--- config.mk ---
export PLATFORM = sky130hd
export DESIGN_NAME = clock_gen
export DESIGN_NICKNAME = d
export VERILOG_FILES = /design/src/inc/clock_gen_pkg.sv /design/src/logic/clock_gen.sv
export VERILOG_INCLUDE_DIRS = /design/src /design/src/inc
export SDC_FILE = /design/constraint.sdc
export NUM_CORES = 1
export LEC_CHECK = 0
export BUFFER_PORTS_ARGS = -buffer_cell sky130_fd_sc_hd__buf_2
export CORE_MARGIN = 2
export CORE_UTILIZATION = 55
export DETAILED_ROUTE_END_ITERATION = 10
export PLACE_DENSITY_LB_ADDON = 0.05
export SYNTH_ARGS = -nofsm -noshare
export SYNTH_HDL_FRONTEND = slang
export SYNTH_SLANG_ARGS = --single-unit
--- constraint.sdc ---
create_clock -name clk -period 3.1 [get_ports clk]
set_input_delay 0.93 -clock clk [delete_from_list [all_inputs] [get_ports clk]]
set_output_delay 0.93 -clock clk [all_outputs]
set_load 0.02 [all_outputs]
--- src/inc/clock_gen_regs.svh ---
/*
 Register offsets, field positions, reset values and timing counts for the clock generator.
 Assumes byte addresses on an APB bus with 32-bit data, one register per aligned word.
*/
`ifndef CLOCK_GEN_REGS_SVH
`define CLOCK_GEN_REGS_SVH
`define OFS_PROT    8'h00
`define OFS_SCLK    8'h04
`define OFS_OSC     8'h08
`define OFS_HSCFG   8'h0C
`define OFS_TRIM    8'h10
`define OFS_CLKOUT  8'h14
`define OFS_INTF    8'h18
`define OFS_INTE    8'h1C
`define OFS_LSCFG   8'h20
`define OFS_ATRIM   8'h24
`define OFS_STATUS  8'h28
`define PROT_KEY    16'h0096
`define SRC_INTERNAL 2'h0
`define F_KEY       15:0
`define F_SRC       1:0
`define F_DIV       5:4
`define F_WSRC      9:8
`define F_WDIV      13:12
`define F_WMD       15
`define F_EN        3:0
`define F_SLP       11:8
`define F_HTYPE     1:0
`define F_HWAIT     6:4
`define F_HGAIN     9:8
`define F_HFREQ     14:12
`define F_HTRIM     4:0
`define F_COEN      0
`define F_COSRC     5:4
`define F_CODIV     10:8
`define F_FLAGS     4:0
`define F_DETEN     0
`define F_RSTEN     1
`define F_TSTART    0
`define FL_INT_STA  0
`define FL_LS_STA   1
`define FL_HS_STA   2
`define FL_LS_STOP  3
`define FL_TRIM     4
`define INT_WAIT    17'h00010
`define HS_WAIT_BASE 17'h00004
`define ITRIM_RESET 6'h20
`define OSC_EN_RESET  4'h1
`define OSC_SLP_RESET 4'hF
`define F_LS_EN     1
`define F_STATUS    9:0
`endif

--- src/inc/clock_gen_pkg.sv ---
/*
 Types shared by the clock generator: operating modes and grouped signals.
 Assumes the register header supplies all numbers.
*/
package clock_gen_pkg;
	typedef enum logic [1:0] {RUN, HALT, SLEEP, DEBUG} mode_t;
	typedef struct packed {
		logic [1:0] src;
		logic [1:0] div;
	} system_clock_t;
	typedef struct packed {
		logic haltReq;
		logic sleepReq;
		logic retd;
	} cpu_req_t;
	typedef struct packed {
		logic periphIrq;
		logic wdtNmi;
		logic debugIrq;
		logic resetReq;
	} wake_t;
	typedef struct packed {
		logic [1:0] oscType;
		logic [2:0] waitSel;
		logic [1:0] gain;
		logic [2:0] freq;
		logic [4:0] trim;
	} hs_cfg_t;
endpackage : clock_gen_pkg

--- src/logic/clock_gen.sv ---
/*
 Clock generator control: APB registers, oscillator start and stop, sleep gating,
 system clock selection, clock output divider, auto-trim and operating modes.
 Assumes oscillator activity and source clocks arrive as asynchronous pins, CPU
 requests arrive on clk, and a glitch-free clock mux acts on the selection outputs.
*/
// The register offsets and the APB register port were decided locally.
`timescale 1ns/1ps
`include "clock_gen_regs.svh"

// Summary of operation
// - Key unlocks protected writes; other value relocks
// - High-speed stable flag set; write one clears
// - Type, wait, gain and frequency selects provided
// - Boot with internal oscillator as system clock
// - System clock from source and divider selects
// - Sleep stops only sources with stop bit
// - Wake switch loads wake source and divider
// - Without wake switch, selection stays unchanged
// - Clock pin outputs divided source when enabled
// - Auto-trim start self-clears, sets done flag
// - Low-speed stop sets flag, optional restart
// - Enable or detect falling also sets flag
// - Flag set and clock supplied in the same cycle after wait
// - Interrupt only for enabled set flags
// - Reset release enters RUN
// - Halt stops CPU, clocks keep running
// - Sleep stops CPU, RAM retained
// - Debug interrupt enters DEBUG, retd leaves
// - Three events return HALT or SLEEP to RUN; debug interrupt enters DEBUG
module clock_gen #(
	parameter int LS_WAIT     = 16384,
	parameter int TRIM_WINDOW = 32,
	parameter int TRIM_TARGET = 512,
	parameter int TRIM_ITERS  = 63
) (
	input  wire logic                      clk,
	input  wire logic                      rst_b,
	input  wire logic [7:0]                paddr,
	input  wire logic                      psel,
	input  wire logic                      penable,
	input  wire logic                      pwrite,
	input  wire logic [31:0]               pwdata,
	output logic      [31:0]               prdata,
	output logic                           pready,
	output logic                           pslverr,
	input  wire logic [3:0]                oscAlivePin,
	input  wire logic [3:0]                srcClkPin,
	input  wire clock_gen_pkg::cpu_req_t   cpuReq,
	input  wire clock_gen_pkg::wake_t      wake,
	output logic      [3:0]                oscEnable,
	output logic      [3:0]                oscSupply,
	output clock_gen_pkg::system_clock_t         system_clock,
	output clock_gen_pkg::hs_cfg_t         hsCfg,
	output logic      [5:0]                internalTrim,
	output logic                           clkoutPin,
	output logic                           cpuStopped,
	output logic                           ramHold,
	output logic                           clkIrq
);
	generate
		if (LS_WAIT < 1 || LS_WAIT > 131071 || TRIM_WINDOW < 1 || TRIM_WINDOW > 65535 ||
			TRIM_TARGET < 1 || TRIM_TARGET > 65535 || TRIM_ITERS < 1 || TRIM_ITERS > 255) begin : g_chk
			$error("clock_gen: parameter out of range");
		end
	endgenerate

	logic [15:0]                 prot_q;
	clock_gen_pkg::system_clock_t      sclk_q;
	clock_gen_pkg::system_clock_t      wup_q;
	logic                        wupMd_q;
	logic [3:0]                  en_q;
	logic [3:0]                  slp_q;
	clock_gen_pkg::hs_cfg_t      hs_q;
	logic                        coEn_q;
	logic [1:0]                  coSrc_q;
	logic [2:0]                  coDiv_q;
	logic [4:0]                  flag_q;
	logic [4:0]                  inte_q;
	logic                        detEn_q;
	logic                        rstEn_q;
	logic                        tStart_q;
	logic [31:0]                 prdata_q;
	logic                        slverr_q;
	clock_gen_pkg::mode_t        mode_q;
	clock_gen_pkg::mode_t        mode_d;
	logic [3:0]                  aliveS1_q, aliveS2_q;
	logic [3:0]                  srcS1_q, srcS2_q, srcS3_q;
	logic [3:0]                  srcEdge;
	logic [2:0]                  stable_q;
	logic [2:0]                  staRise;
	logic                        lsAliveD_q;
	logic                        lsStop;
	logic                        lsRestart;
	logic                        unlocked;
	logic                        apbWr;
	logic                        wakeAny;
	logic                        fromSleep;
	logic [4:0]                  flagSet;
	logic [4:0]                  flagClr;
	logic [6:0]                  coCnt_q;
	logic                        coPin_q;
	logic [15:0]                 winCnt_q;
	logic [15:0]                 tickCnt_q;
	logic [7:0]                  iter_q;
	logic [5:0]                  itrim_q;
	logic                        first_q;

	assign unlocked  = prot_q == `PROT_KEY;
	assign apbWr     = psel & penable & pwrite;
	assign wakeAny   = wake.periphIrq | wake.wdtNmi | wake.debugIrq | wake.resetReq;
	assign fromSleep = mode_q == clock_gen_pkg::SLEEP && mode_d != clock_gen_pkg::SLEEP;

	// Input synchronisers and source edge detection
	always_ff @(posedge clk or negedge rst_b) begin
		if (!rst_b) begin
			aliveS1_q <= 4'h0;
			aliveS2_q <= 4'h0;
			srcS1_q   <= 4'h0;
			srcS2_q   <= 4'h0;
			srcS3_q   <= 4'h0;
		end else begin
			aliveS1_q <= oscAlivePin;
			aliveS2_q <= aliveS1_q;
			srcS1_q   <= srcClkPin;
			srcS2_q   <= srcS1_q;
			srcS3_q   <= srcS2_q;
		end
	end
	assign srcEdge = srcS2_q & ~srcS3_q;

	// Operating mode sequencing
	always_comb begin
		mode_d = mode_q;
		case (mode_q)
			clock_gen_pkg::RUN: begin
				if (wake.debugIrq) mode_d = clock_gen_pkg::DEBUG;
				else if (cpuReq.sleepReq) mode_d = clock_gen_pkg::SLEEP;
				else if (cpuReq.haltReq) mode_d = clock_gen_pkg::HALT;
			end
			clock_gen_pkg::HALT, clock_gen_pkg::SLEEP: begin
				if (wake.debugIrq) mode_d = clock_gen_pkg::DEBUG;
				else if (wakeAny) mode_d = clock_gen_pkg::RUN;
			end
			clock_gen_pkg::DEBUG: begin
				if (cpuReq.retd) mode_d = clock_gen_pkg::RUN;
			end
			default: mode_d = clock_gen_pkg::RUN;
		endcase
	end
	always_ff @(posedge clk or negedge rst_b) begin
		if (!rst_b) mode_q <= clock_gen_pkg::RUN;
		else mode_q <= mode_d;
	end
	assign cpuStopped = mode_q == clock_gen_pkg::HALT || mode_q == clock_gen_pkg::SLEEP;
	assign ramHold    = mode_q == clock_gen_pkg::SLEEP;

	// Protection key
	always_ff @(posedge clk or negedge rst_b) begin
		if (!rst_b) prot_q <= 16'h0000;
		else if (apbWr && paddr == `OFS_PROT) prot_q <= pwdata[`F_KEY];
	end

	// System clock selection with wake-up reload
	always_ff @(posedge clk or negedge rst_b) begin
		if (!rst_b) begin
			sclk_q  <= '{src: `SRC_INTERNAL, div: 2'h0};
			wup_q   <= '{src: `SRC_INTERNAL, div: 2'h0};
			wupMd_q <= 1'b0;
		end else begin
			if (apbWr && paddr == `OFS_SCLK && unlocked) begin
				sclk_q  <= '{src: pwdata[`F_SRC], div: pwdata[`F_DIV]};
				wup_q   <= '{src: pwdata[`F_WSRC], div: pwdata[`F_WDIV]};
				wupMd_q <= pwdata[`F_WMD];
			end
			if (fromSleep && wupMd_q) sclk_q <= wup_q;
		end
	end
	assign system_clock = sclk_q;

	// Oscillator enables, sleep stop bits and protected configuration
	always_ff @(posedge clk or negedge rst_b) begin
		if (!rst_b) begin
			en_q    <= `OSC_EN_RESET;
			slp_q   <= `OSC_SLP_RESET;
			hs_q    <= '0;
			detEn_q <= 1'b0;
			rstEn_q <= 1'b0;
		end else begin
			if (apbWr && paddr == `OFS_OSC) begin
				en_q  <= pwdata[`F_EN];
				slp_q <= pwdata[`F_SLP];
			end
			if (apbWr && paddr == `OFS_HSCFG && unlocked) begin
				hs_q.oscType <= pwdata[`F_HTYPE];
				hs_q.waitSel <= pwdata[`F_HWAIT];
				hs_q.gain    <= pwdata[`F_HGAIN];
				hs_q.freq    <= pwdata[`F_HFREQ];
			end
			if (apbWr && paddr == `OFS_TRIM && unlocked) hs_q.trim <= pwdata[`F_HTRIM];
			if (apbWr && paddr == `OFS_LSCFG && unlocked) begin
				detEn_q <= pwdata[`F_DETEN];
				rstEn_q <= pwdata[`F_RSTEN];
			end
		end
	end
	assign hsCfg = hs_q;
	assign oscEnable = en_q & ~({4{mode_q == clock_gen_pkg::SLEEP}} & slp_q);

	// Stabilization wait for oscillators 0 to 2; oscillator 3 is supplied when enabled
	genvar gi;
	generate
		for (gi = 0; gi < 3; gi++) begin : g_osc
			logic [16:0] cnt_q;
			logic [16:0] target;
			if (gi == 0) begin : g_t0
				assign target = `INT_WAIT;
			end else if (gi == 1) begin : g_t1
				assign target = 17'(LS_WAIT);
			end else begin : g_t2
				assign target = `HS_WAIT_BASE << {hs_q.waitSel, 1'b0};
			end
			always_ff @(posedge clk or negedge rst_b) begin
				if (!rst_b) begin
					cnt_q       <= 17'h00000;
					stable_q[gi] <= 1'b0;
				end else if (!oscEnable[gi] || !aliveS2_q[gi] || (gi == 1 && lsRestart)) begin
					cnt_q       <= 17'h00000;
					stable_q[gi] <= 1'b0;
				end else if (!stable_q[gi]) begin
					if (cnt_q + 17'h00001 >= target) stable_q[gi] <= 1'b1;
					cnt_q <= cnt_q + 17'h00001;
				end
			end
			assign staRise[gi]   = oscEnable[gi] && aliveS2_q[gi] && !stable_q[gi] &&
				cnt_q + 17'h00001 >= target;
			assign oscSupply[gi] = stable_q[gi] & oscEnable[gi];
		end
	endgenerate
	assign oscSupply[3] = oscEnable[3];

	// Low-speed stop detection
	always_ff @(posedge clk or negedge rst_b) begin
		if (!rst_b) lsAliveD_q <= 1'b0;
		else lsAliveD_q <= aliveS2_q[1];
	end
	assign lsStop = detEn_q && stable_q[1] && lsAliveD_q && !aliveS2_q[1];
	assign lsRestart = lsStop && rstEn_q;

	// Interrupt flags, set wins over write-one clear
	assign flagSet[`FL_INT_STA] = staRise[0];
	assign flagSet[`FL_LS_STA]  = staRise[1];
	assign flagSet[`FL_HS_STA]  = staRise[2];
	assign flagSet[`FL_LS_STOP] = lsStop || (apbWr && paddr == `OFS_OSC && en_q[`F_LS_EN] && !pwdata[`F_LS_EN]) ||
		(apbWr && paddr == `OFS_LSCFG && unlocked && detEn_q && !pwdata[`F_DETEN]);
	assign flagSet[`FL_TRIM]    = tStart_q && winCnt_q == 16'(TRIM_WINDOW) &&
		(tickCnt_q == 16'(TRIM_TARGET) || iter_q == 8'(TRIM_ITERS));
	assign flagClr = (apbWr && paddr == `OFS_INTF) ? pwdata[`F_FLAGS] : 5'h00;
	always_ff @(posedge clk or negedge rst_b) begin
		if (!rst_b) begin
			flag_q <= 5'h00;
			inte_q <= 5'h00;
		end else begin
			flag_q <= (flag_q & ~flagClr) | flagSet;
			if (apbWr && paddr == `OFS_INTE) inte_q <= pwdata[`F_FLAGS];
		end
	end
	assign clkIrq = |(flag_q & inte_q);

	// Auto-trim of the internal oscillator against low-speed edges
	always_ff @(posedge clk or negedge rst_b) begin
		if (!rst_b) begin
			tStart_q  <= 1'b0;
			winCnt_q  <= 16'h0000;
			tickCnt_q <= 16'h0000;
			iter_q    <= 8'h00;
			itrim_q   <= `ITRIM_RESET;
		end else if (!tStart_q) begin
			winCnt_q  <= 16'h0000;
			tickCnt_q <= 16'h0000;
			iter_q    <= 8'h00;
			if (apbWr && paddr == `OFS_ATRIM && unlocked) tStart_q <= pwdata[`F_TSTART];
		end else if (winCnt_q == 16'(TRIM_WINDOW)) begin
			if (flagSet[`FL_TRIM]) tStart_q <= 1'b0;
			else if (tickCnt_q > 16'(TRIM_TARGET)) itrim_q <= itrim_q - 6'h01;
			else itrim_q <= itrim_q + 6'h01;
			iter_q    <= iter_q + 8'h01;
			winCnt_q  <= 16'h0000;
			tickCnt_q <= 16'h0000;
		end else begin
			if (srcEdge[1]) winCnt_q <= winCnt_q + 16'h0001;
			if (srcEdge[0]) tickCnt_q <= tickCnt_q + 16'h0001;
		end
	end
	assign internalTrim = itrim_q;

	// Clock output divider
	always_ff @(posedge clk or negedge rst_b) begin
		if (!rst_b) begin
			coEn_q  <= 1'b0;
			coSrc_q <= 2'h0;
			coDiv_q <= 3'h0;
		end else if (apbWr && paddr == `OFS_CLKOUT) begin
			coEn_q  <= pwdata[`F_COEN];
			coSrc_q <= pwdata[`F_COSRC];
			coDiv_q <= pwdata[`F_CODIV];
		end
	end
	always_ff @(posedge clk or negedge rst_b) begin
		if (!rst_b) begin
			coCnt_q <= 7'h00;
			coPin_q <= 1'b0;
		end else if (!coEn_q) begin
			coCnt_q <= 7'h00;
			coPin_q <= 1'b0;
		end else if (srcEdge[coSrc_q]) begin
			if (coCnt_q >= (7'h01 << coDiv_q) - 7'h01) begin
				coCnt_q <= 7'h00;
				coPin_q <= ~coPin_q;
			end else begin
				coCnt_q <= coCnt_q + 7'h01;
			end
		end
	end
	assign clkoutPin = coPin_q;

	// APB slave, read data captured in setup phase
	always_ff @(posedge clk or negedge rst_b) begin
		if (!rst_b) begin
			prdata_q <= 32'h00000000;
			slverr_q <= 1'b0;
		end else if (psel && !penable) begin
			prdata_q <= 32'h00000000;
			slverr_q <= 1'b0;
			case (paddr)
				`OFS_PROT:   prdata_q[`F_KEY] <= prot_q;
				`OFS_SCLK: begin
					prdata_q[`F_SRC]  <= sclk_q.src;
					prdata_q[`F_DIV]  <= sclk_q.div;
					prdata_q[`F_WSRC] <= wup_q.src;
					prdata_q[`F_WDIV] <= wup_q.div;
					prdata_q[`F_WMD]  <= wupMd_q;
				end
				`OFS_OSC: begin
					prdata_q[`F_EN]  <= en_q;
					prdata_q[`F_SLP] <= slp_q;
				end
				`OFS_HSCFG: begin
					prdata_q[`F_HTYPE] <= hs_q.oscType;
					prdata_q[`F_HWAIT] <= hs_q.waitSel;
					prdata_q[`F_HGAIN] <= hs_q.gain;
					prdata_q[`F_HFREQ] <= hs_q.freq;
				end
				`OFS_TRIM:   prdata_q[`F_HTRIM] <= hs_q.trim;
				`OFS_CLKOUT: begin
					prdata_q[`F_COEN]  <= coEn_q;
					prdata_q[`F_COSRC] <= coSrc_q;
					prdata_q[`F_CODIV] <= coDiv_q;
				end
				`OFS_INTF:   prdata_q[`F_FLAGS] <= flag_q;
				`OFS_INTE:   prdata_q[`F_FLAGS] <= inte_q;
				`OFS_LSCFG: begin
					prdata_q[`F_DETEN] <= detEn_q;
					prdata_q[`F_RSTEN] <= rstEn_q;
				end
				`OFS_ATRIM:  prdata_q[`F_TSTART] <= tStart_q;
				`OFS_STATUS: prdata_q[`F_STATUS] <= {itrim_q, stable_q, unlocked};
				default:     slverr_q <= 1'b1;
			endcase
		end
	end
	assign prdata  = prdata_q;
	assign pready  = 1'b1;
	assign pslverr = slverr_q & psel & penable;

	// Checks
	always_ff @(posedge clk or negedge rst_b) begin
		if (!rst_b) first_q <= 1'b1;
		else first_q <= 1'b0;
	end
endmodule : clock_gen

### Yosys cells after proc, flatten, opt, wreduce, memory -nomap -nowiden

Index checks and enable logic that the tools add are counted.

* divide/modulo/power cells: 0
* bitwise logic cells: 21
* shifts and indexed selects: 2
* reduce and logical (&&, ||, !) cells: 65
* multipliers: 0
* $add $sub $neg: 10
* multiplexer cells: 60
* order comparisons: 6
* equal/unequal tests: 26

Operators by type and width (count)
* 2-to-1 mux 17 bit: 6
* 2-to-1 mux 16 bit: 6
* adder 17 x 1 -> 17 bit (second input constant): 3
* logical AND 1 bit: 37
* adder 16 x 1 -> 16 bit (second input constant): 2
* == test 8 x 5 -> 1 bit (second input constant): 4
* == test 8 x 6 -> 1 bit (second input constant): 4
* one-hot mux 2 bit (6 select lines): 2
* 2-to-1 mux 7 bit: 3
* 2-to-1 mux 1 bit: 18
* >= comparator 17 x 15 -> 1 bit (second input constant): 1
* >= comparator 17 bit: 1
* >= comparator 17 x 5 -> 1 bit (second input constant): 1
* left shift 3 x 4 -> 17 bit (first input constant): 1
* == test 16 x 10 -> 1 bit (second input constant): 1
* == test 16 x 6 -> 1 bit (second input constant): 1
* == test 16 x 8 -> 1 bit (second input constant): 1
* == test 8 x 4 -> 1 bit (second input constant): 2
* greater-than comparator 16 x 10 -> 1 bit (second input constant): 1
* 2-to-1 mux 8 bit: 2
* AND 4 bit: 3
* logical NOT 1 bit: 12
* 2-to-1 mux 2 bit: 6
* inequality test 2 x 1 -> 1 bit (second input constant): 6
* 40 further kinds: 66

* memory bits (read-only): 0
* output and inout port bits: 71
* memory bits (writable): 0
* bits in latches: 0
* bits in registers: 213
* memories: 0

### Logic depth before layout (Yosys ltp)

Gate-level depths: netlist of run 1.

* depth in word-level cells: 10
* mapped depth: 14

### Worst setup path before layout of run 1

OpenSTA, ideal clock, no wires.

* path type: register to register
* start point: reg tickCnt_q[0]
* end point: reg itrim_q[5], in the netlist internalTrim[5]
* data arrival time: 2567 ps
* data required time: 3017 ps
* stages on the path, launching flop included: 15
* clock period less this slack: 2650 ps
* slack: 450 ps
* path buffers: 0
* library setup time: 83 ps
* cell sequence: dfrtp_1 > inv_1 > ha_1 > nor4b_1 > nand4_1 > a21oi_1 > inv_1 > ha_1 > a21o_1 > a21oi_1 > o21bai_1 > a21oi_1 > xnor2_1 > nor2_4 > xor2_1

* longest elaborated chain between the ends: 5
* elaborated cells on any way between the ends: 7
* classes of those cells: order compare (1); eq/ne (1); mux (1); bitwise (1); reduce/logical (3)

RTL lines
* start: declaration: RTL line clock_gen.sv:104 `logic [15:0] tickCnt_q;`
* start signal: assignment: RTL line clock_gen.sv:292 `if (srcEdge[0]) tickCnt_q <= tickCnt_q + 16'h0001;`
* parallel branches: the longest is 5 deep, another holds greater-than comparator 16 x 10 -> 1 bit
* end signal: assignment: RTL line clock_gen.sv:277 `` itrim_q <= `ITRIM_RESET; ``
* end signal: assignment: RTL line clock_gen.sv:285 `else if (tickCnt_q > 16'(TRIM_TARGET)) itrim_q <= itrim_q - 6'h01;`
* end signal: assignment: RTL line clock_gen.sv:286 `else itrim_q <= itrim_q + 6'h01;`
* end: declaration: RTL line clock_gen.sv:106 `logic [5:0] itrim_q;`

Several ways; the timed one is not identified.
A chain may end at the register's enable or synchronous reset.

### Worst setup path in the final report of run 1

* start point: reg mode_q[0]
* end point: out oscSupply[1]

* longest elaborated chain between the ends: 5

RTL lines
* start: declaration: RTL line clock_gen.sv:85 `clock_gen_pkg::mode_t mode_q;`
* start signal: assignment: RTL line clock_gen.sv:152 `if (!rst_b) mode_q <= clock_gen_pkg::RUN;`
* start signal: assignment: RTL line clock_gen.sv:153 `else mode_q <= mode_d;`
* == test 2 bit: RTL line clock_gen.sv:208 `assign oscEnable = en_q & ~({4{mode_q == clock_gen_pkg::SLEEP}} & slp_q);`
* AND 4 bit: RTL line clock_gen.sv:208
* inverter 4 bit: RTL line clock_gen.sv:208
* AND 4 bit: RTL line clock_gen.sv:208
* AND 1 bit: RTL line clock_gen.sv:237 `assign oscSupply[gi] = stable_q[gi] & oscEnable[gi];`
* end: declaration: RTL line clock_gen.sv:52 `output logic [3:0] oscSupply,`

No other way between the ends.

==> metrics, run 1 <==
crit-path leading delay family buffers and inverters; CTS tree yes; Synth top area share a little under half; Max Freq 0.3378 GHz; crit path launch mode_q[0]; Startpoint Class flip-flop; Simple-Gate Fraction of Synth Area 20.02%; Synth Instances 1098; Peak VDD IR between 0.0004 and 0.0005 V; CP Data Required Time roughly 2.2 ns; CP max-delay cell dfrtp_1; Fillers ~1700; flop2flop setup slack roughly 0.27 ns; GRT Overall Usage between 20% and 30%; post-DR vias/cell ~5.5; Max Root-Sink Buffers 3; Slew Limit Headroom between 50% and 60%; synthesized area between 0.01 and 0.015 mm^2; synth warn 0; Tot Pwr roughly 5800 uW; critical path depth in cells 6; worst r2r src g_osc[2].cnt_q[0]; mean post-synth cell area around 10 um^2; critical path's largest stage delay roughly 0.42 ns; largest area contributor in the netlist dfrtp_1; wire per inst between 15 and 20 um; Die Span Y 146.8 um; PortBufs 96; Setup WS pre-CTS between 0.2 and 0.3 ns; Hold Violations, Final 0; Post-synth top cells dfrtp_1, nor2_1, nand2_1; Final period util approximately 95%; htree depth 1; mux share of post-synthesis cell area about 8%; Seq/Total Area, Yosys approximately 48%; DP HPWL ~18000 um; XOR/XNOR Fraction of Synth Area a little under 8%; Core ar. just over 0.02 mm^2; post-route ant nets 0; Die ar. roughly 0.022 mm^2; run status completed; worst slew pin tran a little over 0.7 ns; Power Dens Cells around 450 mW/mm^2; slack of the critical path 0.1397 ns; critical path endpoint category output port; worst-path cell chain inv_1, ha_1, a21boi_0, buf_4, and2_1, buf_2; reg2reg path depth 13; CTS Sinks approximately 210; ratio of cells with drive above 1 in the final layout 21.64%; Initial Util roughly 56%; number of global-route vias before repair between 8000 and 9000; cts bufs inserted 24; most common cell in the netlist dfrtp_1; Final min period 2.960 ns; # DRC 0; Yosys cell types just under 80; Crit Path Category flip-flop to output port; hold buffers post-CTS 0; Leak 0.005893 uW; grt total ovfl 0; FF+latch area ~0.0053 mm^2; global-route wire length before repair a little over 40000 um; Post-synth ARST share between 90% and 100%; antenna violations before repair 3; Post-synth EDFFs 0; Layout Nets 1300; boundary pin count 131; Crit path arrival time between 2 and 2.5 ns; hold path start aliveS1_q[0]; unrepaired setup endpoints after global routing no; Min-Delay Path Class flip-flop to flip-flop; initial DRC count 379; CP max FO 6; WP buf/inv 3; WHS 0.3475 ns; Final setup violation count 0; Die X ~150 um; Setup TNS Final 0 ns; Pre-antenna DRT Iters 5; Main synth FF type dfrtp_1; fraction of the mapped netlist area in adder cells between 3 and 4%; Post-CTS Resized 0; postcts setup bufs 0; GPL Wtd Cong between 0.8 and 0.9; final WL ~25000 um; Clock Latency Late Sink 0.51 ns; largest cells by area after synthesis dfrtp_1, mux2_2, xor2_1; Compound-Gate Fraction of Synth Area between 8 and 9%; pin count of the biggest net entering global routing 74; CTS root buf clkbuf_16; Post-Route Skew between 0.01 and 0.015 ns; final std cells w/o fill between 1000 and 1500; fin. max-slew vios 0; R2R Path End stable_q[2]; via count about 8300; clock slew at reported path FFs around 0.060 ns; maxcap violations 0; multi-input logic area about 0.0055 mm^2; FP Rows 52; flops & latches, synth between 200 and 250; largest family of logic cells by synthesized area simple AND/OR/NAND/NOR gates; Area growth, synth to finish 13.75%; dpl cells between 1000 and 1500; crit path capture oscSupply[1]
## stage by stage
stage | cell area [um^2] | utilization [%]
6_report | 12760 | 63.47
5_1_grt | 12760 | 63.47
4_1_cts | 12750 | 63.44
3_5_place_dp | 12050 | 59.93
3_3_place_gp | 12050 | 59.93
2_1_floorplan | 11270 | -
## power by group
| part | internal (uW) | total [uW] | switching (uW) |
|---|---|---|---|
| clock network | 1510 | 2590 | 1080 |
| logic | 115 | 364 | 248 |
| registers | 2820 | 2850 | 31.6 |
| total | 4440 | 5800 | 1360 |
## cell families after synthesis
| logic type | Yosys count |
|---|---|
| and+or+nand+nor | 431 |
| DFF | 213 |
| AOI/OAI and AO/OA | 155 |
| xor gates and xnor gates | 100 |
| buffers and inverters | 85 |
| muxes | 79 |
| adders and majority gates | 33 |
| other | 2 |
## per-layer routing
| layer | share of wire, % | wire (um) | global-route usage [%] |
|---|---|---|---|
| met5 | 0.10 | 26 | 0 |
| met4 | 1.4 | 356 | 5.340 |
| met3 | 4.8 | 1184 | 4.161 |
| met2 | 46 | 11480 | 36.83 |
| met1 | 48 | 11870 | 34.97 |
## area by class of cell
cell class                 instances  area share (%)
multi-input combinational        815           43.17
clock inverter                     6          0.2353
sequential                       213           41.83
antenna                            1         0.01961
clock buffer                      33           5.295
inverter                          20          0.5883
timing repair buffer             133           6.216
tap                              270           2.647
## sequential cells by signal, summed over array words and instances (netlist names), 5 cells and up
register and flops:
g_osc.cnt_q 51, inte_q 5, flag_q 5, coCnt_q 7, prot_q 16, winCnt_q 16, internalTrim 6, prdata 16
hsCfg 15, tickCnt_q 16, iter_q 8
## layout by cell type, fill, tap and decap left out, drive strengths merged, types with 21 or more instances in the layout
cell	netlist	routed
clkbuf	31	33
mux2	68	68
nand3	38	38
nor2	126	126
nor3	25	25
xnor2	35	35
xor2	65	65
nand4	26	26
ha	32	32
nand2	96	96
dfrtp	207	207
a21oi	35	35
buf	34	133
a22oi	21	21
o21ai	39	39
## worst min path at each step
stage / endpoint / slack [ns] / cells past startpoint
floorplan: aliveS2_q[0] / 0.33 / 0
global placement: aliveS2_q[2] / 0.33 / 0
detailed placement: aliveS2_q[0] / 0.34 / 0
CTS: aliveS2_q[0] / 0.35 / 0
global route: aliveS2_q[0] / 0.35 / 0
finish: aliveS2_q[0] / 0.35 / 0
No activity file was read; power rests on OpenSTA's default activity.
==> run 2: changes to the inputs <==
ABC_AREA = 1   (was unset)
==> metrics, run 2 <==
Final min period slightly below 3 ns; most frequent cells in the layout nand2_1, dfrtp_1, inv_1, o21ai_0, nor2_1; CP max FO 4; critical path's largest stage delay ~0.4 ns; Synth Instances about 1400; FP Rows between 50 and 60; Fillers ~1900; Seq/Total Area, Yosys around 46%; Max Freq between 0.3 and 0.4 GHz; critical path endpoint category output port; htree depth 1; Crit Path Category flip-flop to output port; hold depth 0; via count 10170; Crit path arrival time slightly below 2 ns; unrepaired setup endpoints after global routing no; synth warn 0; flops & latches, synth between 200 and 250; Core ar. roughly 0.021 mm^2; worst r2r src g_osc[2].cnt_q[0]; Area growth, synth to finish 14.41%; Post-synth top cells nand2_1, dfrtp_1, inv_1; Pre-antenna DRT Iters 5; Die X ~150 um; CTS tree yes; Final setup violation count 0; CTS root buf clkbuf_16; Post-Route Skew about 0.018 ns; pin count of the biggest net entering global routing 69; wire per inst around 16 um; Power Dens Cells 528.1 mW/mm^2; antenna violations before repair 0; final std cells w/o fill between 1500 and 2000; post-route ant nets 0; Setup TNS Final 0 ns; Leak 0.006392 uW; final WL between 30000 and 40000 um; Final period util approximately 93%; Initial Util 55.77%; clock slew at reported path FFs about 0.06 ns; PortBufs between 90 and 100; ratio of cells with drive above 1 in the final layout 15.66%; GPL Wtd Cong 0.9168; Die Span Y roughly 150 um; Hold Violations, Final 0; Largest register FFs 51; post-DR vias/cell roughly 5.5; GRT Overall Usage 27.29%; CTS Sinks roughly 210; global-route wire length before repair between 40000 and 50000 um; DP HPWL 22300 um; reg2reg path depth 19; initial DRC count just under 700; most common cell after layout, fill and taps aside nand2_1; maxcap violations 0; Critical Path Most Common Cell inv_1; most common cell in the netlist nand2_1; run status completed; Core Util, Final between 60% and 70%; Max Root-Sink Buffers 3; grt total ovfl 0; Peak VDD IR around 0.00037 V; cts bufs inserted 25; Layout Nets roughly 1700; R2R Path End stable_q[2]; # DRC 0; hold endpoint srcS2_q[2]; hold buffers post-CTS 0; CP Data Required Time 2.17 ns; Post-synth EDFFs 0; dpl cells between 1500 and 2000; Synth top area share between 40% and 50%; worst-path cell chain inv_1, ha_1, a21oi_2, inv_1, nor2_1, buf_2; synthesized area approximately 0.012 mm^2; largest cells by area after synthesis dfrtp_1, nand2_1, inv_1; Startpoint Class flip-flop; Min-Delay Path Class flip-flop to flip-flop; flop2flop setup slack between 0.2 and 0.3 ns; Reg with most FFs g_osc.cnt_q; Post-synth ARST share between 90% and 100%; Main synth FF type dfrtp_1; worst slew pin tran about 0.62 ns; largest area contributor in the netlist dfrtp_1; Slew Limit Headroom between 50% and 60%; Die ar. approximately 0.022 mm^2; hold path start srcS1_q[2]; CP max-delay cell dfrtp_1; Clock Latency Late Sink ~0.52 ns; Yosys cell types 63; fin. max-slew vios 0; number of global-route vias before repair roughly 9700; boundary pin count 131; Tot Pwr approximately 7000 uW; WHS ~0.35 ns; mean post-synth cell area approximately 8 um^2
-- run 2: area by class of cell --
| cell class | count | area (um^2) | share of cell area (%) |
|---|---|---|---|
| multi-input combinational | 993 | 5369 | 40.16 |
| clock buffer | 33 | 705.7 | 5.278 |
| sequential | 213 | 5338 | 39.92 |
| antenna | 1 | 2.502 | 0.01872 |
| tap | 275 | 344.1 | 2.573 |
| timing repair buffer | 112 | 635.6 | 4.754 |
| clock inverter | 12 | 171.4 | 1.282 |
| inverter | 214 | 804.5 | 6.017 |
-- run 2: logic make-up after synthesis --
kind of cell               Yosys count  share of synthesized area [%]
and+or+nand+nor                    644                          25.99
other                                2                        0.06426
muxes                                1                        0.09635
DFF                                213                          45.67
adders and majority gates           33                          3.597
AOI/OAI and AO/OA                  260                          12.81
buffers and inverters              254                          8.929
xor gates and xnor gates            38                          2.848
-- run 2: how the worst max path moves through the flow --
stage / startpoint / end / cells past startpoint
floorplan: mode_q[0] / oscSupply[2] / 6
global placement: g_osc[2].cnt_q[1] / stable_q[2] / 19
detailed placement: g_osc[2].cnt_q[1] / flag_q[2] / 19
CTS: mode_q[0] / oscSupply[2] / 6
global route: g_osc[2].cnt_q[0] / flag_q[2] / 19
finish: mode_q[0] / oscSupply[2] / 6
-- run 2: where the power goes --
part / switching [uW] / internal [uW]
Sequential: 134 / 2920
Combinational: 605 / 290
Clock: 1190 / 1930
Total: 1920 / 5140
-- run 2: critical path, delay by kind of cell (launching register included) --
kind | cells | cell delay [ns]
compound gates | 1 | 0.25
simple gates | 1 | 0.17
flops | 1 | 0.40
fa+ha+maj | 1 | 0.27
buf+inv | 3 | 0.36
-- run 2: routing by layer --
metal / global-route usage [%] / wire length (um) / vias up / part of all wire [%]
met3: 4.085 / 2005 / 54 / 6.7
met5: 0 / 0 / - / 0
met4: 5.708 / 583 / 0 / 1.9
met2: 43.60 / 13790 / 333 / 46
li1: - / - / 4984 / -
met1: 39.80 / 13690 / 4795 / 46
-- run 2: timing repair --
item / in CTS / in global routing
buffers inserted: 0 / 3
gates resized for setup: 0 / 3
endpoints found under the setup margin: 0 / 2
-- run 2: metrics by stage --
step           setup slack [ns]  instance area, um^2
3_5_place_dp             0.2744                12460
3_3_place_gp             0.2585                12460
6_report                 0.2164                13370
5_1_grt                0.002121                13370
4_1_cts                  0.1857                13340
2_1_floorplan            0.5458                11740
==> run 3: changes to the inputs <==
CORE_UTILIZATION = 25   (was 55)
HOLD_SLACK_MARGIN = 0.03   (was unset)
==> metrics, run 3 (synthesis gave the netlist of run 2 again) <==
run status completed; Crit path arrival time around 2.0 ns; Final period util between 90% and 100%; FP Rows slightly below 80; Die Span Y 220.2 um; most common cell after layout, fill and taps aside nand2_1; Slew Limit Headroom 49.79%; boundary pin count ~130; Setup TNS Final 0 ns; multi-input logic area between 0.005 and 0.006 mm^2; via count between 10000 and 15000; GPL Wtd Cong ~0.81; reg2reg path depth 19; CTS tree yes; Peak VDD IR around 0.00044 V; CP max FO 10; worst slew pin tran approximately 0.75 ns; critical path endpoint category output port; GRT Overall Usage between 10% and 20%; Largest register FFs around 50; grt total ovfl 0; Final min period 2.940 ns; Max Root-Sink Buffers 3; clock slew at reported path FFs approximately 0.060 ns; Setup WS pre-CTS around 0.18 ns; ratio of cells with drive above 1 in the final layout approximately 16%; Layout Nets 1666; CP max-delay cell dfrtp_1; initial DRC count between 500 and 600; # DRC 0; Min-Delay Path Class primary input to async pin; Final setup violation count 0; Crit Path Category flip-flop to output port; CTS root buf clkbuf_16; flop2flop setup slack roughly 0.29 ns; Startpoint Class flip-flop; slack of the critical path about 0.16 ns; CP Data Required Time about 2.2 ns; Critical Path Most Common Cell inv_1; FF+latch area roughly 0.0053 mm^2; final WL between 30000 and 40000 um; R2R Path End stable_q[2]; Die ar. about 0.048 mm^2; Max Freq between 0.3 and 0.4 GHz; htree depth 1; Post-Route Skew between 0.01 and 0.015 ns; maxcap violations 0; Initial Util ~25%; PortBufs 96; unrepaired setup endpoints after global routing no; Power Dens Cells approximately 540 mW/mm^2; Hold Violations, Final 0; worst r2r src g_osc[2].cnt_q[1]; pin count of the biggest net entering global routing 66; critical path's largest stage delay between 0.4 and 0.5 ns; DP HPWL 28600 um; cts bufs inserted 30; fin. max-slew vios 0; global-route wire length before repair approximately 60000 um; Reg with most FFs g_osc.cnt_q; worst-path cell chain inv_1, ha_4, a21oi_4, inv_1, nor2_1, buf_2; Area growth, synth to finish 19.83%; post-DR vias/cell 4.547; antenna violations before repair 3; number of global-route vias before repair between 10000 and 15000; Leak between 0.006 and 0.007 uW; most frequent cells in the layout nand2_1, dfrtp_1, inv_1, o21ai_0, nor2_1; Clock Latency Late Sink between 0.5 and 0.6 ns; Die X between 200 and 250 um; wire per inst approximately 17 um; CTS Sinks 213; Fillers 5001; post-route ant nets 0; Core ar. ~0.046 mm^2; Pre-antenna DRT Iters 5
==> run 3: metal layers <==
layer / wire, um / share of wire (%) / global-route usage (%)
met5: 23 / 0.061 / 0
met4: 737 / 1.9 / 3.535
met3: 1461 / 3.9 / 2.914
met2: 17830 / 47 / 26.75
met1: 17830 / 47 / 21.38
==> run 3: worst max-delay path: cells and delay by family, from the launching register on <==
kind / cells / cell delay, ns
AO/OA/AOI/OAI: 1 / 0.20
flip-flops: 1 / 0.41
adder cells (fa/ha/maj): 1 / 0.25
AND/OR/NAND/NOR: 1 / 0.19
buffers and inverters: 3 / 0.38
==> run 3: stage by stage <==
stage          util [%]  hold WS, ns  instance area (um^2)  cells  total power, uW
2_1_floorplan         -       0.3312                 11740   1460             3660
3_3_place_gp      27.95       0.3358                 12960   2147             4021
3_5_place_dp      27.95       0.3362                 12960   2147             4021
4_1_cts           30.12       0.3384                 13960   2203             7625
5_1_grt           30.20       0.3537                 14000   2205             7896
6_report          30.21       0.3256                 14000   2206             7507
==> run 3: final cells by class <==
| type | instances | share of cell area, % |
|---|---|---|
| tap | 607 | 5.424 |
| inverter | 214 | 5.745 |
| antenna | 2 | 0.03574 |
| clock inverter | 9 | 0.8578 |
| timing repair buffer | 121 | 5.021 |
| clock buffer | 47 | 6.254 |
| sequential | 213 | 38.13 |
| multi-input combinational | 993 | 38.54 |
==> run 3: timing repair <==
item	4_1_cts	5_1_grt
hold buffers	0	0
gates resized for setup	2	6
pin swaps	0	1
setup buffers	0	1
endpoints found under the setup margin	5	4
==> run 3: worst max path at each step <==
stage,from,to,slack (ns)
2_1_floorplan,mode_q[0],oscSupply[2],0.55
6_report,mode_q[0],oscSupply[2],0.16
3_5_place_dp,g_osc[2].cnt_q[1],flag_q[2],0.18
4_1_cts,mode_q[0],oscSupply[2],0.04
5_1_grt,mode_q[0],oscSupply[0],0.03
3_3_place_gp,g_osc[2].cnt_q[1],stable_q[2],0.17
==> run 3: power by group <==
group	internal [uW]	switching, uW	total (uW)
combinational	291	640	931
clock	2170	1350	3520
sequential	2920	138	3060
total	5380	2130	7510
